[src/fsc_params.svh]
/*
 * Constants of the flash status / configuration register block: opcodes,
 * register-select addresses, bit positions and reset values.
 * Assumes inclusion by bare name from the design files.
 */
`ifndef FSC_PARAMS_SVH
`define FSC_PARAMS_SVH

// Opcodes
`define FSC_OP_RD_SR2        8'h07
`define FSC_OP_RD_ANY        8'h65
`define FSC_OP_WR_REGS       8'h01
`define FSC_OP_WR_ANY        8'h71

// Register-select addresses for the any-register commands
`define FSC_ADDR_STAT1       24'h800000
`define FSC_ADDR_STAT2       24'h800001
`define FSC_ADDR_CFG1        24'h000002

// Second status register bits
`define FSC_SR2_ERASE_RESULT 2
`define FSC_SR2_ERASE_SUSP   1
`define FSC_SR2_PROG_SUSP    0
`define FSC_SR2_RESET        8'h00

// Configuration register bits
`define FSC_CR1_TBPROT       5
`define FSC_CR1_BPNV         3
`define FSC_CR1_TBPARM       2
`define FSC_CR1_QUAD         1
`define FSC_CR1_FREEZE       0
`define FSC_CR1_RESET        8'h00

// Block-protect field in the first status register
`define FSC_SR1_BP_HI        4
`define FSC_SR1_BP_LO        2
`define FSC_BP_RESET         3'h0

// Whole array in sixty-fourths
`define FSC_WHOLE_64THS      7'h40

`endif

[src/fsc_pkg.sv]
/*
 * Types of the flash status / configuration register block.
 * Assumes nothing beyond a SystemVerilog compiler.
 */
package fsc_pkg;

	typedef enum logic [4:0] {
		FSC_ST_CMD    = 5'b00001,
		FSC_ST_ADDR   = 5'b00010,
		FSC_ST_READ   = 5'b00100,
		FSC_ST_WDATA  = 5'b01000,
		FSC_ST_IGNORE = 5'b10000
	} fsc_state_t;

endpackage

[src/fsc_sync.sv]
/*
 * Two flip-flop synchroniser for one level.
 * Assumes the input is asynchronous to mclk; only the second stage is read.
 */
`timescale 1ns/1ps

module fsc_sync #(
	parameter logic RESET_VAL = 1'b0
) (
	// Clock and reset
	input  wire logic mclk,
	input  wire logic nrst,
	// Level in and out
	input  wire logic async_in,
	output logic      sync_out
);

	logic meta_r;

	always_ff @(posedge mclk or negedge nrst) begin
		if (!nrst) begin
			meta_r   <= RESET_VAL;
			sync_out <= RESET_VAL;
		end else begin
			meta_r   <= async_in;
			sync_out <= meta_r;
		end
	end

endmodule

[src/fsc_regs.sv]
/*
 * Serial-bus slave holding the second status register and the non-volatile
 * configuration register, plus the block-protect bits that the write-registers
 * command also carries.
 * Assumes mode-0 serial timing (sample on sck rise, drive on sck fall), sck
 * well below mclk/4, and core status inputs on the mclk domain.
 */
// Notes on behaviour
// - Second status register is read by opcode 07h or read-any-register 65h.
// - Second status bits are read-only hardware status; bits 7-3 read 0; reset 0.
// - Erase-result bit shows 1 when the checked sector's last erase completed.
// - Erase-result bit is not valid while program or erase is suspended.
// - Bit 1 shows erase suspend; user writes cannot change it.
// - Bit 0 shows program suspend; user writes cannot change it.
// - Configuration written by write-registers with sixteen data cycles or write-any-register.
// - Protection-start bit 0 protects from top, 1 from bottom.
// - Protection-start bit is one-time programmable and ships as 0.
// - Writing 0 to a programmed one-time bit changes nothing, raises no error.
// - Bit 3 one-time: 1 makes block-protect bits volatile, 0 non-volatile.
// - One-time bit 2 puts parameter sectors high when 1, low when 0.
// - Bit 1 is the power-up default of the volatile quad-width bit, ships 0.
// - Bit 0 is the freeze default; read-only, reads 0.
// - Block-protect bits select one sixty-fourth up to the whole array.
// - With volatility bit 1, write-registers updates only volatile protect bits.
`timescale 1ns/1ps
`include "fsc_params.svh"

module fsc_regs (
	// Clock and reset
	input  wire logic       mclk,
	input  wire logic       nrst,
	// Serial pins
	input  wire logic       sck,
	input  wire logic       cs_n,
	input  wire logic       si,
	output logic            so_out,
	output logic            so_oe,
	// Device core status
	input  wire logic       write_enable_latch,
	input  wire logic       erase_check_done,
	input  wire logic       erase_check_pass,
	input  wire logic       erase_suspended_bit,
	input  wire logic       program_suspended_bit,
	// Configuration to the core
	output logic            protect_start_otp,
	output logic            protect_volatility_otp,
	output logic            param_sector_place_otp,
	output logic            wide_io_default,
	output logic            freeze_default,
	output logic [2:0]      block_protect_bits,
	output logic [2:0]      block_protect_nv_bits,
	output logic [6:0]      protected_64ths,
	output logic            protect_from_bottom,
	output logic            reg_write_done
);

	// Synchronised pins
	logic sck_s;
	logic cs_n_s;
	logic si_s;
	logic sck_d_r;
	logic cs_n_d_r;

	fsc_sync #(.RESET_VAL(1'b0)) u_sync_sck (
		.mclk     (mclk),
		.nrst     (nrst),
		.async_in (sck),
		.sync_out (sck_s)
	);

	fsc_sync #(.RESET_VAL(1'b1)) u_sync_cs (
		.mclk     (mclk),
		.nrst     (nrst),
		.async_in (cs_n),
		.sync_out (cs_n_s)
	);

	fsc_sync #(.RESET_VAL(1'b0)) u_sync_si (
		.mclk     (mclk),
		.nrst     (nrst),
		.async_in (si),
		.sync_out (si_s)
	);

	always_ff @(posedge mclk or negedge nrst) begin
		if (!nrst) begin
			sck_d_r  <= 1'b0;
			cs_n_d_r <= 1'b1;
		end else begin
			sck_d_r  <= sck_s;
			cs_n_d_r <= cs_n_s;
		end
	end

	wire sck_rise  = sck_s & ~sck_d_r & ~cs_n_s;
	wire sck_fall  = ~sck_s & sck_d_r & ~cs_n_s;
	wire cs_start  = ~cs_n_s & cs_n_d_r;
	wire cs_end    = cs_n_s & ~cs_n_d_r;

	// Frame state
	fsc_pkg::fsc_state_t state_r;
	fsc_pkg::fsc_state_t state_nxt;
	logic [2:0]  bit_cnt_r;
	logic [6:0]  shift_in_r;
	logic [1:0]  byte_cnt_r;
	logic [23:0] addr_r;
	logic        is_any_r;
	logic [7:0]  data0_r;
	logic [7:0]  data1_r;
	logic [1:0]  data_cnt_r;
	logic [7:0]  out_shift_r;

	// Register contents
	logic       erase_result_r;
	logic       tbprot_r;
	logic       bpnv_r;
	logic       tbparm_r;
	logic       quad_r;
	logic [2:0] bp_v_r;
	logic [2:0] bp_nv_r;
	logic       init_done_r;

	wire       byte_done = sck_rise & (bit_cnt_r == 3'd7);
	wire [7:0] byte_in   = {shift_in_r, si_s};
	wire [23:0] addr_full = {addr_r[15:0], byte_in};

	// Register images seen by readers
	wire suspended = erase_suspended_bit | program_suspended_bit;
	wire [7:0] sr2_img = {5'h00,
		erase_result_r & ~suspended,
		erase_suspended_bit,
		program_suspended_bit};
	wire [7:0] cr1_img = {2'b00, tbprot_r, 1'b0, bpnv_r, tbparm_r, quad_r, 1'b0};
	wire [7:0] sr1_bp_img = {3'b000, bp_v_r, 2'b00};

	// Read-any-register source selection
	wire [7:0] any_img_new =
		(addr_full == `FSC_ADDR_STAT2) ? sr2_img :
		(addr_full == `FSC_ADDR_CFG1)  ? cr1_img :
		(addr_full == `FSC_ADDR_STAT1) ? sr1_bp_img : 8'h00;
	wire [7:0] any_img_cur =
		(addr_r == `FSC_ADDR_STAT2) ? sr2_img :
		(addr_r == `FSC_ADDR_CFG1)  ? cr1_img :
		(addr_r == `FSC_ADDR_STAT1) ? sr1_bp_img : 8'h00;
	wire [7:0] repeat_img = is_any_r ? any_img_cur : sr2_img;

	// Next state on a completed byte
	always_comb begin
		state_nxt = state_r;
		if (byte_done) begin
			case (state_r)
				fsc_pkg::FSC_ST_CMD: begin
					if (byte_in == `FSC_OP_RD_SR2)
						state_nxt = fsc_pkg::FSC_ST_READ;
					else if (byte_in == `FSC_OP_RD_ANY)
						state_nxt = fsc_pkg::FSC_ST_ADDR;
					else if (byte_in == `FSC_OP_WR_REGS && write_enable_latch)
						state_nxt = fsc_pkg::FSC_ST_WDATA;
					else if (byte_in == `FSC_OP_WR_ANY && write_enable_latch)
						state_nxt = fsc_pkg::FSC_ST_ADDR;
					else
						state_nxt = fsc_pkg::FSC_ST_IGNORE;
				end
				fsc_pkg::FSC_ST_ADDR: begin
					if (byte_cnt_r == 2'd2)
						state_nxt = is_any_r ? fsc_pkg::FSC_ST_READ : fsc_pkg::FSC_ST_WDATA;
				end
				fsc_pkg::FSC_ST_READ:   state_nxt = fsc_pkg::FSC_ST_READ;
				fsc_pkg::FSC_ST_WDATA:  state_nxt = fsc_pkg::FSC_ST_WDATA;
				fsc_pkg::FSC_ST_IGNORE: state_nxt = fsc_pkg::FSC_ST_IGNORE;
				default:                state_nxt = fsc_pkg::FSC_ST_IGNORE;
			endcase
		end
	end

	// Frame sequencing
	always_ff @(posedge mclk or negedge nrst) begin
		if (!nrst) begin
			state_r    <= fsc_pkg::FSC_ST_CMD;
			bit_cnt_r  <= 3'd0;
			shift_in_r <= 7'h00;
			byte_cnt_r <= 2'd0;
		end else if (cs_start || cs_n_s) begin
			state_r    <= fsc_pkg::FSC_ST_CMD;
			bit_cnt_r  <= 3'd0;
			byte_cnt_r <= 2'd0;
		end else if (sck_rise) begin
			state_r    <= state_nxt;
			bit_cnt_r  <= bit_cnt_r + 3'd1;
			shift_in_r <= byte_in[6:0];
			if (byte_done)
				byte_cnt_r <= (state_r == state_nxt) ? byte_cnt_r + 2'd1 : 2'd0;
		end
	end

	// Command kind, address and write data capture
	always_ff @(posedge mclk or negedge nrst) begin
		if (!nrst) begin
			is_any_r   <= 1'b0;
			addr_r     <= 24'h000000;
			data0_r    <= 8'h00;
			data1_r    <= 8'h00;
			data_cnt_r <= 2'd0;
		end else if (cs_start) begin
			data_cnt_r <= 2'd0;
		end else if (byte_done) begin
			if (state_r == fsc_pkg::FSC_ST_CMD)
				is_any_r <= (byte_in == `FSC_OP_RD_ANY);
			if (state_r == fsc_pkg::FSC_ST_CMD && byte_in == `FSC_OP_WR_ANY)
				is_any_r <= 1'b0;
			if (state_r == fsc_pkg::FSC_ST_ADDR)
				addr_r <= addr_full;
			if (state_r == fsc_pkg::FSC_ST_WDATA) begin
				if (data_cnt_r == 2'd0)
					data0_r <= byte_in;
				if (data_cnt_r == 2'd1)
					data1_r <= byte_in;
				if (data_cnt_r != 2'd3)
					data_cnt_r <= data_cnt_r + 2'd1;
			end
		end
	end

	// Write-any-register flag: remembered separately from the read flag
	logic wr_any_r;
	always_ff @(posedge mclk or negedge nrst) begin
		if (!nrst)
			wr_any_r <= 1'b0;
		else if (byte_done && state_r == fsc_pkg::FSC_ST_CMD)
			wr_any_r <= (byte_in == `FSC_OP_WR_ANY);
	end

	// Read data: loaded on the last rising edge of a byte, shifted on falls
	wire load_read = byte_done && (state_nxt == fsc_pkg::FSC_ST_READ);
	wire [7:0] load_img =
		(state_r == fsc_pkg::FSC_ST_CMD)  ? sr2_img :
		(state_r == fsc_pkg::FSC_ST_ADDR) ? any_img_new : repeat_img;

	always_ff @(posedge mclk or negedge nrst) begin
		if (!nrst) begin
			out_shift_r <= 8'h00;
			so_out      <= 1'b0;
			so_oe       <= 1'b0;
		end else if (cs_n_s) begin
			so_oe       <= 1'b0;
		end else if (load_read) begin
			out_shift_r <= load_img;
		end else if (sck_fall && state_r == fsc_pkg::FSC_ST_READ) begin
			so_out      <= out_shift_r[7];
			so_oe       <= 1'b1;
			out_shift_r <= {out_shift_r[6:0], 1'b0};
		end
	end

	// Commit decode at end of frame
	// A write-registers frame with a single data byte touches only the protect bits
	wire wr_frame    = cs_end && (state_r == fsc_pkg::FSC_ST_WDATA) && (data_cnt_r != 2'd0);
	wire wregs_frame = wr_frame && !wr_any_r;
	wire wany_frame  = wr_frame && wr_any_r;
	wire wr_sr1      = wregs_frame || (wany_frame && addr_r == `FSC_ADDR_STAT1);
	wire wr_cr1      = (wregs_frame && data_cnt_r >= 2'd2) ||
		(wany_frame && addr_r == `FSC_ADDR_CFG1);
	wire [7:0] cr1_data = wany_frame ? data0_r : data1_r;
	wire [2:0] bp_data  = data0_r[`FSC_SR1_BP_HI:`FSC_SR1_BP_LO];

	// Erase-result capture; writes never reach the status register
	always_ff @(posedge mclk or negedge nrst) begin
		if (!nrst)
			erase_result_r <= 1'b0;
		else if (erase_check_done)
			erase_result_r <= erase_check_pass;
	end

	// Configuration register; one-time bits only ever gain ones
	always_ff @(posedge mclk or negedge nrst) begin
		if (!nrst) begin
			tbprot_r <= 1'b0;
			bpnv_r   <= 1'b0;
			tbparm_r <= 1'b0;
			quad_r   <= 1'b0;
		end else if (wr_cr1) begin
			tbprot_r <= tbprot_r | cr1_data[`FSC_CR1_TBPROT];
			bpnv_r   <= bpnv_r | cr1_data[`FSC_CR1_BPNV];
			tbparm_r <= tbparm_r | cr1_data[`FSC_CR1_TBPARM];
			quad_r   <= cr1_data[`FSC_CR1_QUAD];
		end
	end

	// Block-protect copies; volatile copy loads from the stored copy after reset
	always_ff @(posedge mclk or negedge nrst) begin
		if (!nrst) begin
			bp_v_r      <= `FSC_BP_RESET;
			bp_nv_r     <= `FSC_BP_RESET;
			init_done_r <= 1'b0;
		end else if (!init_done_r) begin
			bp_v_r      <= bp_nv_r;
			init_done_r <= 1'b1;
		end else if (wr_sr1) begin
			bp_v_r <= bp_data;
			if (!bpnv_r)
				bp_nv_r <= bp_data;
		end
	end

	// One-cycle pulse so the core can clear its write-enable latch
	always_ff @(posedge mclk or negedge nrst) begin
		if (!nrst)
			reg_write_done <= 1'b0;
		else
			reg_write_done <= wr_sr1 | wr_cr1;
	end

	// Protected portion in sixty-fourths: 1/64, 1/32 ... 1/2, whole
	wire [2:0] bp_sel = bpnv_r ? bp_v_r : bp_nv_r;
	wire [6:0] portion =
		(bp_sel == 3'd0) ? 7'h00 :
		(bp_sel == 3'd7) ? `FSC_WHOLE_64THS :
		7'(7'h01 << (bp_sel - 3'd1));

	always_ff @(posedge mclk or negedge nrst) begin
		if (!nrst) begin
			protected_64ths     <= 7'h00;
			protect_from_bottom <= 1'b0;
		end else begin
			protected_64ths     <= portion;
			protect_from_bottom <= tbprot_r;
		end
	end

	// Configuration outputs straight from flip-flops; freeze default tied to 0
	assign protect_start_otp      = tbprot_r;
	assign protect_volatility_otp = bpnv_r;
	assign param_sector_place_otp = tbparm_r;
	assign wide_io_default        = quad_r;
	assign freeze_default         = 1'b0;
	assign block_protect_bits     = bp_v_r;
	assign block_protect_nv_bits  = bp_nv_r;

endmodule

[config.mk]
export PLATFORM = sky130hd
export DESIGN_NAME = fsc_regs
export DESIGN_NICKNAME = d
export VERILOG_FILES = /design/src/fsc_pkg.sv /design/src/fsc_sync.sv /design/src/fsc_regs.sv
export VERILOG_INCLUDE_DIRS = /design/src /design/src/src
export SDC_FILE = /design/constraint.sdc
export NUM_CORES = 1
export LEC_CHECK = 0
export ABC_CLOCK_PERIOD_IN_PS = 4750
export BUFFER_PORTS_ARGS = -buffer_cell sky130_fd_sc_hd__buf_2
export CAP_MARGIN = 0
export CORE_AREA = 2 2 102 104
export DETAILED_ROUTE_END_ITERATION = 6
export DIE_AREA = 0 0 104 106
export MAX_ROUTING_LAYER = met4
export PLACE_DENSITY_LB_ADDON = 0.3
export SLEW_MARGIN = 20
export SYNTH_ARGS = -nofsm -noshare
export SYNTH_HDL_FRONTEND = slang
export SYNTH_SLANG_ARGS = --single-unit
[constraint.sdc]
create_clock -name mclk -period 4.75 [get_ports mclk]
set_clock_uncertainty 0.1 [all_clocks]
set_input_delay 0 -clock mclk [delete_from_list [all_inputs] [get_ports mclk]]
set_output_delay 0 -clock mclk [all_outputs]
set_load 0.05 [all_outputs]
==> impl_metrics.csv <==
group,metric,value,unit
placement,dp.cells,517,
placement,portBuffers,30,
synthesis,synth_mux_area_share,15.5,%
drt,drt_iter0_markers,148,
die,ios,32,
pwr,switching_share,26.3,%
hold_path,hold_class,"in2async",
clock_network,cts.reportedPaths.clkPinSlew,100,ps
layout,fillers,930,
synthesis,post-synth-top-area-cell,"dfrtp_1",
clock_network,root_buffer,"clkbuf_8",
synthesis,ys.flop_type,"dfrtp_1",
die,rows,37,
sta,slew_viol_final,0,
drt,post_drt_wl_per_cell,15.5,microns
synthesis,synth_cells,364,
placement,hpwl,5950,microns
sta,max_freq,413,MHz
pwr,ir_drop,0.122,mV
layout,final_util,48.9,%
synthesis,synth_top_area_share,51.3,%
pwr,comb_power_share,6.6,%
clock_network,clock_sinks,93,
critical_path,path_cells,"or4b_4, and4b_1, o311ai_4, nor4_4, a22oi_1, nand2_1",
critical_path,required,4960,ps
pwr,internal_power,1.11,mW
clock_network,cts_made_buffers,9,
synthesis,synthXorXnorAreaFrac,0.605,%
synthesis,synth_edf_count,0,
placement,detailedPlace.worstSlack,2300,ps
die,fp.dieH,106,microns
clock_network,htree_levels,3,
die,initial_utilization,43.4,%
synthesis,synthSimpleGateAreaFrac,15.1,%
layout,layout_common_cells,"dfrtp_1, mux2_2, buf_2",
global_route,track_usage,17.0,%
critical_path,crit_type,"reg2reg",
pwr,power_frac_seq,57.8,%
synthesis,ys_top_cells_by_area,"dfrtp_1, mux2_2, ha_1",
pwr,power.switching,0.394,mW
synthesis,synthesis.nets,383,
sta,max_slew_margin,36.7,%
synthesis,ys_ff_latch,93,
synthesis,ys_warn_count,0,
synthesis,synth_top_family_by_area,"multiplexers",
critical_path,reg2reg_slack,2330,ps
global_route,grt_pass1_vias,2928,
sta,period_share,51.0,%
layout,areaGrowthSynthToFinish,12.7,%
synthesis,synth.avg_cell_area,11.9,sq um
critical_path,path_max_fanout,16,
clock_network,insertion_delay,370,ps
critical_path,arrival,2630,ps
layout,fin_area,0.00489,sq mm
sta,rsz0062_at_grt,"false",
die,die_x,104,microns
sta,layout_setup_ws,2330,ps
layout,n_antenna_cell,0,
drt,wirelength,8390,microns
global_route,grt-ovfl-total,0,
synthesis,synth_fa_ha_area_share,2.59,%
drt,drc,0,
sta,hold-worst-slack,68.8,ps
critical_path,critPathLaunchType,"flip-flop",
run_status,status,"finished, final reports clean",
clock_network,cts_buffer_depth,2,
drt,drtAntennaViolNets,0,
layout,final_common_cell,"dfrtp_1",
pwr,p_per_area,307,mW/mm^2
synthesis,synth_compound_area_share,9.54,%
sta,setup_viol,0,
sta,period_needed,2420,ps
synthesis,async_flop_share,100,%
global_route,grt_max_degree,49,
critical_path,cpPeakStageDelay,610,ps
placement,gp_congestion,0.830,
synthesis,syn_area,0.00434,sq mm
synthesis,synthDistinctLibCells,66,
die,coreArea,0.0100,sq mm
critical_path,crit_buf_inv,0,
critical_path,critical_path.top_delay_family,"simple AND/OR/NAND/NOR gates",
flow_run,cap_violations,0,
global_route,grt_pass1_wl,14500,microns
sta,final-hold-violation-count,0,
synthesis,yosysSeqAreaShare,53.7,%
pwr,power,1.50,mW
critical_path,crit_slowest_cell,"dfstp_2",
layout,seq_area,0.00233,sq mm
sta,worst_pin_slew,947,ps
sta,tns,0,ps
clock_network,cts_tree,"done",
layout,nets,420,
die,die_area,0.0110,sq mm
critical_path,critPathCaptureType,"flip-flop",
layout,multi_input_area,0.00189,sq mm
pwr,pwr-share-clk,35.5,%
drt,drt_pass1_iterations,4,
drt,vias,2893,
global_route,antenna_found_initial,0,
placement,dpl-instance-area,0.00460,sq mm
layout,instances_no_fill,542,
pwr,p_leak,2.31,nW
drt,via_per_inst,5.34,
layout,drive_gt1_share,26.6,%
-- power groups by stage --
stage,clock (mW),sequential (mW),combinational [mW]
finish,0.533,0.869,0.0996
CTS,0.550,0.869,0.0998
floorplan,0,0.854,0.0720
global route,0.583,0.876,0.111
detailed placement,0,0.885,0.0930
global placement,0,0.883,0.0903
-- cell families (layout without fill, tap and decap cells) --
family          Yosys count  count (layout)
simple gates            113             113
buf+inv                  28              70
flops                    93              93
other cells               2               2
mux                      61              61
compound gates           55              55
xor+xnor                  3               3
fa+ha+maj                 9               9
-- cell type report --
type                            count  share of cell area (%)
Clock inverter                      6                    1.46
Sequential cell                    93                    47.7
Multi-Input combinational cell    243                    38.6
Clock buffer                       10                    2.61
Tap cell                          136                    3.48
Timing Repair Buffer               40                    5.12
Inverter                           14                    1.07
-- what timing repair did --
item | in CTS | in global routing
endpoints found under the hold margin | 52 | 0
gates resized for setup | 0 | 0
hold buffers | 9 | 0
setup buffers | 0 | 0
-- flip-flops by register name (all words and copies together) (netlist names), 2 cells and up --
signal                 cells
addr_r                    24
out_shift_r                8
protected_64ths            7
shift_in_r                 7
data0_r                    5
state_r                    5
data1_r                    4
bit_cnt_r                  3
block_protect_bits         3
block_protect_nv_bits      3
byte_cnt_r                 2
data_cnt_r                 2
-- synthesized netlist by cell type (2+ instances only) --
cell and number:
o41ai_1 2, o21ai_0 7, nand2b_1 4, mux2_2 49, or3b_2 2, nand2_1 27
nor2b_1 3, mux2i_1 11, clkbuf_1 9, nand4b_1 2, a211oi_1 6, nor3b_1 4
nor2_1 23, conb_1 2, nand3_1 7, inv_1 14, a21oi_1 5, o21bai_1 3
xnor2_1 3, nand4_1 5, buf_2 3, and3_1 3, dfrtp_1 89, o21ai_1 5
a22oi_1 2, o31ai_1 3, o311ai_1 2, nand3b_1 5, a211o_1 2, nor4b_1 2
nor4_1 5, ha_1 9, nor3_1 6, a32o_1 3, and2_1 3, dfstp_2 4
-- path summary, 6_finish.rpt --
check,end,startpoint,cells past startpoint
max,out_shift_r[3],state_r[0],6
min,protected_64ths[6],nrst,2
max reg2reg,out_shift_r[3],state_r[0],6
min reg2reg,u_sync_si.sync_out,u_sync_si.meta_r,0
max in group asynchronous,addr_r[12],nrst,3
min in group mclk,u_sync_si.meta_r,si,2
-- layer usage --
layer	wire, microns	global-route usage [%]	vias up	part of all wire [%]
met4	106	5.12	0	1.3
met5	0	-	-	0
met1	4040	22.1	1425	48
met2	3970	26.7	60	47
met3	280	3.99	8	3.3
li1	-	-	1400	-
Note: power is estimated with default switching activity, not from simulation.
